`src/hdl/mcuic_pkg.sv`:
```
package mcuic_pkg;
    // Data addresses of the two control registers
    localparam logic [6:0] ADDR_CTRL0 = 7'h0B;
    localparam logic [6:0] ADDR_CTRL1 = 7'h1E;
    // Control register 0 field positions
    localparam int C0_MASTER_EN = 0;
    localparam int C0_EXT0_EN = 1;
    localparam int C0_EXT1_EN = 2;
    localparam int C0_TIMER_EN = 3;
    localparam int C0_EXT0_FLAG = 4;
    localparam int C0_EXT1_FLAG = 5;
    localparam int C0_TIMER_FLAG = 6;
    localparam int C0_TEST = 7;
    // Control register 1 field positions
    localparam int C1_TB_EN = 1;
    localparam int C1_RTC_EN = 2;
    localparam int C1_TB_FLAG = 5;
    localparam int C1_RTC_FLAG = 6;
    // Values after reset
    localparam logic [7:0] CTRL0_RESET = 8'h00;
    localparam logic [7:0] CTRL1_RESET = 8'h00;
    // Vector addresses
    localparam logic [10:0] VEC_EXT0 = 11'h004;
    localparam logic [10:0] VEC_EXT1 = 11'h008;
    localparam logic [10:0] VEC_TIMER = 11'h00C;
    localparam logic [10:0] VEC_TB = 11'h014;
    localparam logic [10:0] VEC_RTC = 11'h018;
    // Source indices, in priority order
    localparam int NUM_SRC = 5;
    localparam int SRC_EXT0 = 0;
    localparam int SRC_EXT1 = 1;
    localparam int SRC_TIMER = 2;
    localparam int SRC_TB = 3;
    localparam int SRC_RTC = 4;
    // Edge option encodings
    localparam logic [1:0] EDGE_FALL = 2'h0;
    localparam logic [1:0] EDGE_RISE = 2'h1;
    localparam logic [1:0] EDGE_BOTH = 2'h2;
endpackage : mcuic_pkg

```
`src/hdl/mcuic_top.sv`:
```
// How it works
// RULE_01: Five sources: two external pins, timer, time base, real-time clock.
// RULE_02: Accepting any interrupt clears the master enable, blocking nesting.
// RULE_03: Requests with master enable clear still set their flags and wait.
// RULE_04: Software may re-enable master and source enables to nest handlers.
// RULE_05: No acknowledge while the return stack is full.
// RULE_06: Any of the five sources wakes the halted device.
// RULE_07: Acknowledge pushes only the program counter, then jumps to vector.
// RULE_08: Pin edges, chosen at build, set flags bit 4 and bit 5 of reg 0.
// RULE_09: External requests call 04H or 08H and clear flag and master.
// RULE_10: Timer overflow sets bit 6 of reg 0, calls 0CH, clears flags.
// RULE_11: Time base tick sets bit 5 of reg 1, calls 14H, clears flags.
// RULE_12: Clock tick sets bit 6 of reg 1, calls 18H, clears flags.
// RULE_13: Other acknowledges wait for return or both enables set again.
// RULE_14: Reg 0 enables: master bit 0, ext0 bit 1, ext1 bit 2, timer bit 3.
// RULE_15: Software must write zero to bit 7 of reg 0.
// RULE_16: Reg 0 at data address 0BH, reg 1 at 1EH.
// RULE_17: Priority: ext0, ext1, timer, time base, real-time clock.
// RULE_18: Return from interrupt sets master enable; plain return does not.
// RULE_19: Reg 1 enables time base bit 1, clock bit 2; bits 0, 3, 4 and 7 read zero.
// RULE_20: A set flag stays until serviced or cleared by software.
// RULE_21: Flags writable by software; a hardware set wins in same cycle.
`timescale 1ns/10ps
module mcuic_top #(
    parameter logic [1:0] EXT0_EDGE = mcuic_pkg::EDGE_FALL, // Pin 0 edge
    parameter logic [1:0] EXT1_EDGE = mcuic_pkg::EDGE_FALL  // Pin 1 edge
) (
    input wire logic clk, // System clock
    input wire logic rst_b, // Synchronous reset, active low
    input wire logic ext_irq_pin_0, // External pin 0, asynchronous
    input wire logic ext_irq_pin_1, // External pin 1, asynchronous
    input wire logic timer_overflow, // Timer overflow pulse
    input wire logic timebase_tick, // Time base tick pulse
    input wire logic rtc_tick, // Real-time clock tick pulse
    input wire logic [6:0] reg_addr, // Data memory address
    input wire logic reg_wr, // Register write strobe
    input wire logic [7:0] reg_wdata, // Write data
    output logic [7:0] reg_rdata, // Read data, registered
    input wire logic stack_full, // Return stack full
    input wire logic service_point, // Sequencer may take a vector now
    input wire logic return_from_interrupt, // Return that re-enables
    output logic irq_ack, // Acknowledge pulse: push PC, jump
    output logic [10:0] irq_vector, // Vector address, registered
    output logic wake_req // Wake the halted core
);
    logic [7:0] ctrl0_r;
    logic [7:0] ctrl1_r;
    logic [1:0] pin0_sync_r;
    logic [1:0] pin1_sync_r;
    logic pin0_prev_r;
    logic pin1_prev_r;
    logic ack_r;
    logic [10:0] vec_r;
    logic [7:0] rdata_r;
    logic [mcuic_pkg::NUM_SRC-1:0] flag_set;
    logic [mcuic_pkg::NUM_SRC-1:0] flags;
    logic [mcuic_pkg::NUM_SRC-1:0] enables;
    logic [mcuic_pkg::NUM_SRC-1:0] pending;
    logic [mcuic_pkg::NUM_SRC-1:0] grant;
    logic take;
    logic wr0;
    logic wr1;

    // Edge match under the build option
    function automatic logic edge_hit(input logic [1:0] mode,
                                      input logic prev, input logic cur);
        case (mode)
            mcuic_pkg::EDGE_FALL: edge_hit = prev & ~cur;
            mcuic_pkg::EDGE_RISE: edge_hit = ~prev & cur;
            default: edge_hit = prev ^ cur;
        endcase
    endfunction : edge_hit

    // Pins pass two flops before the edge detector sees them
    // Reset to the idle high level, so release shows no false edge
    always_ff @(posedge clk) begin
        if (!rst_b) begin
            pin0_sync_r <= 2'h3;
            pin1_sync_r <= 2'h3;
            pin0_prev_r <= 1'b1;
            pin1_prev_r <= 1'b1;
        end else begin
            pin0_sync_r <= {pin0_sync_r[0], ext_irq_pin_0};
            pin1_sync_r <= {pin1_sync_r[0], ext_irq_pin_1};
            pin0_prev_r <= pin0_sync_r[1];
            pin1_prev_r <= pin1_sync_r[1];
        end
    end

    // Hardware set events, one per source
    assign flag_set[mcuic_pkg::SRC_EXT0] =
        edge_hit(EXT0_EDGE, pin0_prev_r, pin0_sync_r[1]); // RULE_08
    assign flag_set[mcuic_pkg::SRC_EXT1] =
        edge_hit(EXT1_EDGE, pin1_prev_r, pin1_sync_r[1]); // RULE_08
    assign flag_set[mcuic_pkg::SRC_TIMER] = timer_overflow; // RULE_10
    assign flag_set[mcuic_pkg::SRC_TB] = timebase_tick; // RULE_11
    assign flag_set[mcuic_pkg::SRC_RTC] = rtc_tick; // RULE_12

    // Gather flags and enables in priority order
    assign flags = {ctrl1_r[mcuic_pkg::C1_RTC_FLAG],
                    ctrl1_r[mcuic_pkg::C1_TB_FLAG],
                    ctrl0_r[mcuic_pkg::C0_TIMER_FLAG],
                    ctrl0_r[mcuic_pkg::C0_EXT1_FLAG],
                    ctrl0_r[mcuic_pkg::C0_EXT0_FLAG]}; // RULE_01
    assign enables = {ctrl1_r[mcuic_pkg::C1_RTC_EN],
                      ctrl1_r[mcuic_pkg::C1_TB_EN],
                      ctrl0_r[mcuic_pkg::C0_TIMER_EN],
                      ctrl0_r[mcuic_pkg::C0_EXT1_EN],
                      ctrl0_r[mcuic_pkg::C0_EXT0_EN]}; // RULE_14
    assign pending = flags & enables;

    // Master enable held clear during a handler stops all grants
    assign take = ctrl0_r[mcuic_pkg::C0_MASTER_EN] & ~stack_full
                  & service_point & (|pending); // RULE_05 RULE_13

    // Lowest index wins
    always_comb begin
        grant = '0;
        if (take) begin
            if (pending[0]) grant[0] = 1'b1; // RULE_17
            else if (pending[1]) grant[1] = 1'b1;
            else if (pending[2]) grant[2] = 1'b1;
            else if (pending[3]) grant[3] = 1'b1;
            else grant[4] = 1'b1;
        end
    end

    // Wake does not depend on enables, so any raised flag rouses the core
    assign wake_req = |flags; // RULE_06

    assign wr0 = reg_wr & (reg_addr == mcuic_pkg::ADDR_CTRL0); // RULE_16
    assign wr1 = reg_wr & (reg_addr == mcuic_pkg::ADDR_CTRL1); // RULE_16

    // Control register 0: write, then service clear, then hardware set
    always_ff @(posedge clk) begin
        if (!rst_b) begin
            ctrl0_r <= mcuic_pkg::CTRL0_RESET;
        end else begin
            logic [7:0] v;
            v = ctrl0_r;
            if (wr0) begin
                v = reg_wdata; // RULE_21
            end
            // Test bit stored as written; software keeps it zero
            if (return_from_interrupt) begin
                v[mcuic_pkg::C0_MASTER_EN] = 1'b1; // RULE_18
            end
            if (take) begin
                v[mcuic_pkg::C0_MASTER_EN] = 1'b0; // RULE_02
            end
            if (grant[mcuic_pkg::SRC_EXT0]) v[mcuic_pkg::C0_EXT0_FLAG] = 1'b0;
            if (grant[mcuic_pkg::SRC_EXT1]) v[mcuic_pkg::C0_EXT1_FLAG] = 1'b0;
            if (grant[mcuic_pkg::SRC_TIMER]) begin
                v[mcuic_pkg::C0_TIMER_FLAG] = 1'b0; // RULE_09 RULE_10
            end
            // Set wins over any clear, so no event is lost
            if (flag_set[mcuic_pkg::SRC_EXT0]) begin
                v[mcuic_pkg::C0_EXT0_FLAG] = 1'b1; // RULE_03 RULE_20
            end
            if (flag_set[mcuic_pkg::SRC_EXT1]) begin
                v[mcuic_pkg::C0_EXT1_FLAG] = 1'b1; // RULE_21
            end
            if (flag_set[mcuic_pkg::SRC_TIMER]) begin
                v[mcuic_pkg::C0_TIMER_FLAG] = 1'b1;
            end
            ctrl0_r <= v;
        end
    end

    // Control register 1: only enables and flags are stored
    always_ff @(posedge clk) begin
        if (!rst_b) begin
            ctrl1_r <= mcuic_pkg::CTRL1_RESET;
        end else begin
            logic [7:0] v;
            v = ctrl1_r;
            if (wr1) begin
                v = 8'h00; // RULE_19
                v[mcuic_pkg::C1_TB_EN] = reg_wdata[mcuic_pkg::C1_TB_EN];
                v[mcuic_pkg::C1_RTC_EN] = reg_wdata[mcuic_pkg::C1_RTC_EN];
                v[mcuic_pkg::C1_TB_FLAG] = reg_wdata[mcuic_pkg::C1_TB_FLAG];
                v[mcuic_pkg::C1_RTC_FLAG] = reg_wdata[mcuic_pkg::C1_RTC_FLAG];
            end
            if (grant[mcuic_pkg::SRC_TB]) begin
                v[mcuic_pkg::C1_TB_FLAG] = 1'b0; // RULE_11
            end
            if (grant[mcuic_pkg::SRC_RTC]) begin
                v[mcuic_pkg::C1_RTC_FLAG] = 1'b0; // RULE_12
            end
            if (flag_set[mcuic_pkg::SRC_TB]) begin
                v[mcuic_pkg::C1_TB_FLAG] = 1'b1; // RULE_20
            end
            if (flag_set[mcuic_pkg::SRC_RTC]) begin
                v[mcuic_pkg::C1_RTC_FLAG] = 1'b1; // RULE_20
            end
            ctrl1_r <= v;
        end
    end

    // Acknowledge pulse with vector; sequencer pushes only the PC
    always_ff @(posedge clk) begin
        if (!rst_b) begin
            ack_r <= 1'b0;
            vec_r <= 11'h000;
        end else begin
            ack_r <= take; // RULE_07
            if (grant[0]) vec_r <= mcuic_pkg::VEC_EXT0; // RULE_09
            else if (grant[1]) vec_r <= mcuic_pkg::VEC_EXT1; // RULE_09
            else if (grant[2]) vec_r <= mcuic_pkg::VEC_TIMER; // RULE_10
            else if (grant[3]) vec_r <= mcuic_pkg::VEC_TB; // RULE_11
            else if (grant[4]) vec_r <= mcuic_pkg::VEC_RTC; // RULE_12
        end
    end

    // Registered read; unmapped addresses read zero
    always_ff @(posedge clk) begin
        if (!rst_b) begin
            rdata_r <= 8'h00;
        end else if (reg_addr == mcuic_pkg::ADDR_CTRL0) begin
            rdata_r <= ctrl0_r;
        end else if (reg_addr == mcuic_pkg::ADDR_CTRL1) begin
            rdata_r <= ctrl1_r;
        end else begin
            rdata_r <= 8'h00;
        end
    end

    assign irq_ack = ack_r;
    assign irq_vector = vec_r;
    assign reg_rdata = rdata_r;
endmodule : mcuic_top

```
`config.mk`:
```
export PLATFORM = sky130hd
export DESIGN_NAME = mcuic_top
export DESIGN_NICKNAME = d
export VERILOG_FILES = /design/src/hdl/mcuic_pkg.sv /design/src/hdl/mcuic_top.sv
export SDC_FILE = /design/constraint.sdc
export NUM_CORES = 1
export LEC_CHECK = 0
export ABC_AREA = 1
export BUFFER_PORTS_ARGS = -buffer_cell sky130_fd_sc_hd__buf_2
export CAP_MARGIN = 15
export CORE_UTILIZATION = 35
export DETAILED_ROUTE_END_ITERATION = 8
export GPL_TIMING_DRIVEN = 0
export PLACE_DENSITY = 0.56
export SETUP_SLACK_MARGIN = 0.05
export SYNTH_ARGS = -nofsm -noshare
export SYNTH_HDL_FRONTEND = slang
export SYNTH_SLANG_ARGS = --single-unit
export TNS_END_PERCENT = 1
```
`constraint.sdc`:
```
create_clock -name clk -period 1.6 [get_ports clk]
set_clock_uncertainty 0.1 [all_clocks]
set_input_delay 0.24 -clock clk [delete_from_list [all_inputs] [get_ports clk]]
set_output_delay 0.24 -clock clk [all_outputs]
set_load 0.01 [all_outputs]
```
==> results.tsv, run 1 <==
metric	value	unit
status	finished, final reports clean	
fin_util	0.4725	
synth_area	1361	µm²
synth_area_leaders	dfxtp_1 (44%), nand2_1 (9.9%), inv_1 (7.2%)	
grt_usage	0.1536	
syn-instance-count	183	
power_density	951.7	nW/µm²
drv_slew	0	
rsz0062_at_grt	no	
crit_start	ctrl0_r[4]$_SDFFE_PN0P_	
final_common_cell	buf_2	
final_cell_mix	buf_2 (39), nand2_1 (36), dfxtp_1 (30)	
cp.arrival	1.02	ns
critPathRequiredTime	1.26	ns
setup_violations	0	
synth_seq_area_share	0.4412	
cts_htree_levels	2	
crit_fanout	4	
path_class	register to output port	
die_w	64.37	µm
cts_tree	built	
fin_nets	260	
layout-drive-gt1-share	0.3319	
max_freq	0.7346	GHz
ys_ff_latch	30	
cp-start-kind	register	
cts_hold_buf	0	
ant_nets	0	
syn-mean-instance-area	7.439	µm²
final.min_clock_period	1.361	ns
r2r_start	ctrl0_r[6]$_SDFFE_PN0P_	
synth-edff-count	0	
drcViolationCount	0	
grt_pass1_vias	1046	
synth_top_cell_area_share	0.4412	
antenna_found_initial	0	
yosys_warnings	0	
min-delay-start	ext_irq_pin_1	
gp_congestion	0.7882	
wire_per_inst	9.947	µm
async_flop_share	0	
finalWirelength	2.815	mm
hold_class	primary input to register	
hold_violations	0	
grt_max_degree	11	
tns	0	ns
cts_buffers	5	
worst_ir_drop_vdd	0.0006525	V
clockBufferDepth	2	
vias_per_cell	4.254	
start_util	0.3691	
clockRootBuffer	clkbuf_8	
vias	1204	
drt_pass1_iterations	4	
port_buffers	37	
fin_crit_sh	0.8508	
yosysTopAreaCell	dfxtp_1	
synth_cell_type_count	26	
worstSkewPairLatency	0.28	ns
cap_violations	0	
crit_path_end_kind	output port	
post-cts-setup-buffer-count	0	
dieArea	4143	µm²
dp_hpwl	2.236	mm
fp-row-count	22	
cts_resized	0	
antenna_cells	0	
grt_overflow	0	
clock-sinks	30	
cts.clk_slew.worst_paths	0.06	ns
grt_pass1_wl	4.726	mm
top_level_ports	47	
drtIter0Drc	57	
dominantRegCellSynth	dfxtp_1	
area_growth	28.03	%
leakagePower	0.8933	nW
core-area	3689	µm²
fp.dieH	64.37	µm
==> final timing paths <==
check             depth (start not counted)  slack [ns]                          to
hold / removal                            2        0.04   pin1_sync_r[0]$_SDFF_PN1_
setup / recovery                          3        0.24                    wake_req
hold reg to reg                           1        0.31   pin0_sync_r[1]$_SDFF_PN1_
setup reg to reg                          8        0.29  irq_vector[2]$_SDFFE_PN0P_
==> logic make-up (layout without fill, tap and decap cells) <==
kind of cell           after synthesis  in the layout  share of synthesized area
AND/OR/NAND/NOR                     83             83                     0.2923
other                                1              8                   0.002755
buffers and inverters               44             89                     0.1507
AO/OA/AOI/OAI                       25             25                     0.1131
flip-flops                          30             30                     0.4412
==> report_power, final <==
part           total (mW)  internal (mW)  switching [mW]
combinational       0.137         0.0635          0.0736
clock               0.744          0.464           0.280
sequential          0.778          0.764          0.0135
==> through the flow <==
| stage | hold WS, ns | worst slack [ns] | area [µm²] | total power, mW | std cells |
|---|---|---|---|---|---|
| after global placement | 0.2953 | 0.2768 | 1633 | 0.9305 | 275 |
| after floorplan | 0.2466 | 0.4414 | 1388 | 0.8792 | 190 |
| after global routing | 0.03497 | 0.06574 | 1743 | 1.728 | 283 |
| after CTS | 0.03983 | 0.2325 | 1743 | 1.671 | 283 |
| final | 0.04186 | 0.2387 | 1743 | 1.659 | 283 |
| after detailed placement | 0.2998 | 0.2817 | 1633 | 0.9314 | 275 |
==> sequential cells by signal, indices dropped and copies added, names as in the netlist <==
register / count
pin1_sync_r: 2
pin0_sync_r: 2
pin0_prev_r: 1
irq_ack: 1
ctrl0_r: 8
reg_rdata: 8
ctrl1_r: 4
pin1_prev_r: 1
irq_vector: 3
==> worst max-delay path, stage by stage (launching register included) <==
cell,delay [ns]
dfxtp_1,0.35
nor3_1,0.17
nand3_1,0.08
buf_2,0.14
==> cells in the mapped netlist, types with 4 or more instances <==
library cell	instances
nand2_1	36
o21ai_1	5
inv_2	6
or2_2	4
a21oi_1	10
o32ai_1	4
inv_1	26
nand2_2	4
nor2_1	14
dfxtp_1	30
nand4_1	4
buf_4	8
nand3_1	12
==> area by class of cell <==
cell class	instances	area (µm²)
buffer	12	85.08
clock buffer	6	72.57
clock inverter	2	37.54
fill	424	1946
inverter	32	120.1
multi-input combinational	116	581.8
sequential	30	600.6
tap	48	60.06
timing repair buffer	37	185.2
==> per-layer routing <==
metal,part of all wire,vias to the layer above,GRT usage
met3,0.053,8,0.05000
met5,0,-,0
li1,-,662,-
met1,0.51,501,0.2004
met2,0.42,33,0.2289
met4,0.017,0,0.06667
Note: power is estimated with default switching activity, not from simulation.
==> inputs of run 2 (changes only) <==
--- a/config.mk
+++ b/config.mk
@@ -6,7 +6,7 @@
 export NUM_CORES = 1
 export LEC_CHECK = 0
 export ABC_AREA = 1
-export BUFFER_PORTS_ARGS = -buffer_cell sky130_fd_sc_hd__buf_2
+export BUFFER_PORTS_ARGS = -buffer_cell sky130_fd_sc_hd__clkbuf_2
 export CAP_MARGIN = 15
 export CORE_UTILIZATION = 35
 export DETAILED_ROUTE_END_ITERATION = 8
==> run 2 against run 1 <==
  * Global-route usage up 0.072 points
  * Setup slack got worse by 0.031 ns
  * Largest cell class unchanged
  * First-iteration DRC count shrank 18%
  * Sequential power barely moved
  * Wire length up 0.21%
  * Hold slack worse by 0.0029 ns
  * Non-clock buffer count did not move
==> results.tsv, run 2 (synthesis gave the netlist of run 1 again) <==
metric	value	unit	change
worstSkewPairLatency	0.28	ns	about the same
pre_cts_slack	0.2905	ns	was 0.2817 ns
path_class	register to output port		unchanged
hold_class	primary input to register		unchanged
cp.arrival	1.05	ns	was 1.02 ns
grt_usage	0.1544		was 0.1536
ant_nets	0		unchanged
clockBufferDepth	2		unchanged
leakagePower	0.8880	nW	was 0.8933 nW
p_sw_frac	0.2266		was 0.2214
drtIter0Drc	47		was 57
die_w	64.37	µm	unchanged
setup_violations	0		unchanged
rrSetupSlack	0.27	ns	was 0.29 ns
clock-sinks	30		unchanged
antenna_found_initial	0		unchanged
critPathRequiredTime	1.26	ns	about the same
core-area	3689	µm²	unchanged
drcViolationCount	0		unchanged
grt_pass1_wl	4.747	mm	was 4.726 mm
dp_hpwl	2.269	mm	was 2.236 mm
final.min_clock_period	1.393	ns	was 1.361 ns
finalWirelength	2.821	mm	was 2.815 mm
power.clock.fraction	0.453		was 0.448
power_density	958.2	nW/µm²	was 951.7 nW/µm²
layout-drive-gt1-share	0.3319		unchanged
r2r_cells	8		unchanged
r2r-end	irq_vector[2]$_SDFFE_PN0P_		unchanged
comb_power_share	0.082		was 0.083
final_cell_mix	clkbuf_2 (37), nand2_1 (36), dfxtp_1 (30)		was buf_2 (39), nand2_1 (36), dfxtp_1 (30)
crit_path_end_kind	output port		unchanged
hold_ws	0.03894	ns	was 0.04186 ns
n_fill_cell	420		was 424
grt_max_degree	11		unchanged
drv_slew	0		unchanged
top_level_ports	47		unchanged
p_int	1.292	mW	about the same
status	finished, final reports clean		unchanged
max_freq	0.7180	GHz	was 0.7346 GHz
vias	1221		was 1,204
fin_crit_sh	0.8705		was 0.8508
final_common_cell	clkbuf_2		was buf_2
fp-row-count	22		unchanged
drt_pass1_iterations	4		unchanged
worst_ir_drop_vdd	0.0005765	V	was 0.0006525 V
dieArea	4143	µm²	unchanged
p_sw	0.3785	mW	was 0.3673 mW
clockRootBuffer	clkbuf_8		unchanged
min-delay-start	ext_irq_pin_1		unchanged
hold_violations	0		unchanged
cts_resized	0		unchanged
cts_buffers	5		unchanged
cap_violations	0		unchanged
wire_per_inst	9.968	µm	was 9.947 µm
worst_slack	0.2072	ns	was 0.2387 ns
crit_fanout	4		unchanged
seqPwrFrac	0.465		was 0.469
start_util	0.3691		unchanged
grt_overflow	0		unchanged
antenna_cells	0		unchanged
cts_htree_levels	2		unchanged
cts_tree	built		unchanged
cts.clk_slew.worst_paths	0.06	ns	about the same
port_buffers	37		unchanged
gp_congestion	0.7931		was 0.7882
fin_nets	260		unchanged
cp-start-kind	register		unchanged
post-cts-setup-buffer-count	0		unchanged
area_growth	28.03	%	unchanged
worstHoldEndpoint	pin1_sync_r[0]$_SDFF_PN1_		unchanged
holdPathStages	2		unchanged
cts_hold_buf	0		unchanged
rsz0062_at_grt	no		unchanged
r2r_start	ctrl0_r[6]$_SDFFE_PN0P_		unchanged
fp.dieH	64.37	µm	unchanged
grt_pass1_vias	1070		was 1,046
vias_per_cell	4.314		was 4.254
tns	0	ns	unchanged
[run 2: layer usage]
layer  wire length (µm)  part of all wire  track usage
met4                 40             0.014      0.05833
met3                141             0.050      0.04821
met5                  0                 0            0
met1               1403              0.50       0.1930
met2               1235              0.44       0.2461
[run 2: worst max-delay path, stage by stage, from the launching register on]
cell	delay [ns]
dfxtp_1	0.34
nor3_1	0.21
nand3_1	0.09
clkbuf_2	0.14
[run 2: cell type report]
cell class | instances | area [µm²] | area share
buffer | 12 | 85.08 | 0.04882
multi-input combinational | 116 | 581.8 | 0.3338
clock inverter | 2 | 37.54 | 0.02154
clock buffer | 6 | 72.57 | 0.04164
inverter | 32 | 120.1 | 0.06892
timing repair buffer | 37 | 185.2 | 0.1062
tap | 48 | 60.06 | 0.03446
sequential | 30 | 600.6 | 0.3446
[run 2: through the flow]
| step | util | total power [mW] | std cells | cell area (µm²) |
|---|---|---|---|---|
| floorplan | - | 0.8792 | 190 | 1388 |
| global placement | 0.4427 | 0.9308 | 275 | 1633 |
| detailed placement | 0.4427 | 0.9320 | 275 | 1633 |
| CTS | 0.4725 | 1.690 | 283 | 1743 |
| global route | 0.4725 | 1.747 | 283 | 1743 |
| finish | 0.4725 | 1.670 | 283 | 1743 |
[run 2: worst max path at each step]
stage	from	end	cells after the start
CTS	ctrl0_r[5]$_SDFFE_PN0P_	wake_req	3
detailed placement	ctrl0_r[6]$_SDFFE_PN0P_	irq_vector[2]$_SDFFE_PN0P_	8
finish	ctrl0_r[5]$_SDFFE_PN0P_	wake_req	3
global route	ctrl0_r[0]$_SDFFE_PP0P_	irq_vector[3]$_SDFFE_PP0P_	8
floorplan	ctrl0_r[6]$_SDFFE_PN0P_	irq_vector[2]$_SDFFE_PN0P_	8
global placement	ctrl0_r[0]$_SDFFE_PP0P_	irq_vector[3]$_SDFFE_PP0P_	8
[run 2: power groups by stage]
| stage | clock network (mW) | logic (mW) | registers (mW) |
|---|---|---|---|
| after global placement | 0 | 0.136 | 0.795 |
| after global routing | 0.812 | 0.156 | 0.779 |
| after floorplan | 0 | 0.0897 | 0.789 |
| final | 0.756 | 0.137 | 0.777 |
| after detailed placement | 0 | 0.138 | 0.794 |
| after CTS | 0.775 | 0.138 | 0.777 |
==> inputs of run 3 (changes only) <==
==> constraint.sdc (replaced) <==
create_clock -name clk -period 1.6 [get_ports clk]
set_clock_uncertainty 0.1 [all_clocks]
set_input_delay 0.08 -clock clk [delete_from_list [all_inputs] [get_ports clk]]
set_output_delay 0.08 -clock clk [all_outputs]
set_load 0.01 [all_outputs]
==> run 3 against run 2 <==
  * Register-to-register slack is essentially flat
  * Global-route usage up 0.34 points
  * Power increased by 1.1%
  * Sequential power is essentially flat
  * Via count rose by 3.4%
  * Fmax rose by 4.9%
  * Combinational power grew 14%
  * Core utilization up 2.7 points
  * Largest cell class unchanged
==> results.tsv, run 3 (synthesis gave the netlist of run 1 again) <==
metric	value	unit	change
finalWirelength	2.889	mm	was 2.821 mm
crit_family	simple AND/OR/NAND/NOR gates		was flip-flops
design_area	1843	µm²	was 1743 µm²
worstSkewPairLatency	0.28	ns	about the same
r2r_start	ctrl0_r[6]$_SDFFE_PN0P_		unchanged
power.total	1.688	mW	was 1.670 mW
clock-sinks	30		unchanged
fp.dieH	64.37	µm	unchanged
grt_pass1_wl	4.871	mm	was 4.747 mm
cts.clk_slew.worst_paths	0.07	ns	was 0.06 ns
worst_ir_drop_vdd	0.0005827	V	was 0.0005765 V
drt_pass1_iterations	4		unchanged
rsz0062_at_grt	no		unchanged
vias_per_cell	4.307		was 4.314
antenna_cells	0		unchanged
grt_overflow	0		unchanged
die_w	64.37	µm	unchanged
grt_max_degree	11		unchanged
hold_class	primary input to register		unchanged
tns	0	ns	unchanged
cts_tree	built		unchanged
path_class	register to register		was register to output port
cp-start-kind	register		unchanged
crit_chain	nand2_2 > nand2_1 > nor2_2 > nand2_2 > o211ai_1 > nand3_1 > nand2_1 > inv_1		was nor3_1 > nand3_1 > clkbuf_2
placed_area	1633	µm²	unchanged
antenna_found_initial	0		unchanged
slowest_delay	0.35	ns	was 0.34 ns
dieArea	4143	µm²	unchanged
crit_fanout	4		unchanged
vias	1262		was 1,221
cts_htree_levels	2		unchanged
area_growth	35.39	%	was 28.03%
cp.arrival	1.41	ns	was 1.05 ns
crit_slowest_cell	dfxtp_1		unchanged
fin_crit_sh	0.8297		was 0.8705
crit_path_end_kind	register		was output port
max_freq	0.7533	GHz	was 0.7180 GHz
grt_pass1_vias	1123		was 1,070
n_fill_cell	412		was 420
power_density	916.0	nW/µm²	was 958.2 nW/µm²
gp_congestion	0.7931		unchanged
post-cts-setup-buffer-count	0		unchanged
status	finished, final reports clean		unchanged
critPathCapture	irq_vector[2]$_SDFFE_PN0P_		was wake_req
drcViolationCount	0		unchanged
r2r-end	irq_vector[2]$_SDFFE_PN0P_		unchanged
clockRootBuffer	clkbuf_8		unchanged
hold_violations	0		unchanged
pre_cts_slack	0.2905	ns	unchanged
grt_usage	0.1577		was 0.1544
clockBufferDepth	2		unchanged
top_level_ports	47		unchanged
fin_nets	270		was 260
core-area	3689	µm²	unchanged
path_depth	8		was 3
ff_latch_area	600.6	µm²	unchanged
fp-row-count	22		unchanged
cp_num_buf_inv	1		unchanged
drv_slew	0		unchanged
instances_no_fill	293		was 283
port_buffers	37		unchanged
cts_buffers	5		unchanged
layout-drive-gt1-share	0.3184		was 0.3319
cap_violations	0		unchanged
r2r_cells	8		unchanged
final_common_cell	clkbuf_2		unchanged
rrSetupSlack	0.27	ns	about the same
dp_cells	275		unchanged
multiInputGateArea	581.8	µm²	unchanged
leakagePower	0.9297	nW	was 0.8880 nW
drtIter0Drc	69		was 47
start_util	0.3691		unchanged
final_cell_mix	clkbuf_2 (37), nand2_1 (36), dfxtp_1 (30)		unchanged
dp_hpwl	2.269	mm	unchanged
ant_nets	0		unchanged
final.min_clock_period	1.327	ns	was 1.393 ns
worst_slack	0.2725	ns	was 0.2072 ns
critPathRequiredTime	1.68	ns	was 1.26 ns
setup_violations	0		unchanged
wire_per_inst	9.860	µm	was 9.968 µm
crit_start	ctrl0_r[6]$_SDFFE_PN0P_		was ctrl0_r[5]$_SDFFE_PN0P_
run 3: power by group:
group          internal (mW)  switching (mW)
Sequential             0.764          0.0132
Combinational         0.0793          0.0768
Clock                  0.464           0.291
Total                   1.31           0.381
run 3: repair_timing:
item | 4_1_cts | 5_1_grt
hold buffers | 10 | 0
hold endpoints to repair | 10 | 0
endpoints found under the setup margin | 0 | 0
gates resized for setup | 0 | 0
run 3: how the worst min path moves through the flow:
stage          slack, ns  depth (start not counted)           from                        end
6_report            0.01                          3          rst_b    ctrl1_r[2]$_SDFFE_PN0P_
4_1_cts             0.01                          3          rst_b    ctrl1_r[2]$_SDFFE_PN0P_
3_3_place_gp        0.17                          2  ext_irq_pin_1  pin1_sync_r[0]$_SDFF_PN1_
2_1_floorplan       0.09                          1  ext_irq_pin_0  pin0_sync_r[0]$_SDFF_PN1_
5_1_grt             0.04                          3          rst_b    ctrl0_r[3]$_SDFFE_PN0P_
3_5_place_dp        0.17                          2  ext_irq_pin_0  pin0_sync_r[0]$_SDFF_PN1_
run 3: stage by stage:
step	hold slack, ns	util
after floorplan	0.08658	-
after global placement	0.1655	0.4427
after detailed placement	0.1693	0.4427
after CTS	0.01042	0.4997
after global routing	0.03530	0.4997
final	0.01174	0.4997
run 3: metal layers:
layer	GRT usage	routed length, µm	vias up
li1	-	-	682
met1	0.1941	1423	546
met2	0.2566	1294	28
met3	0.04821	131	6
met4	0.05833	40	0
met5	0	0	-
run 3: cell type report:
type / count / area share
plain buffers: 12 / 0.04616
clock buffers: 6 / 0.03938
clock inverters: 2 / 0.02037
inverters: 32 / 0.06517
multi-input cells: 116 / 0.3157
flip-flops and latches: 30 / 0.3259
well taps: 48 / 0.03259
repair buffers: 47 / 0.1548
run 3: tightest hold or removal path, stage by stage:
cell and delay [ns]:
buf_2 0.15, o21ai_0 0.08, a21oi_1 0.04
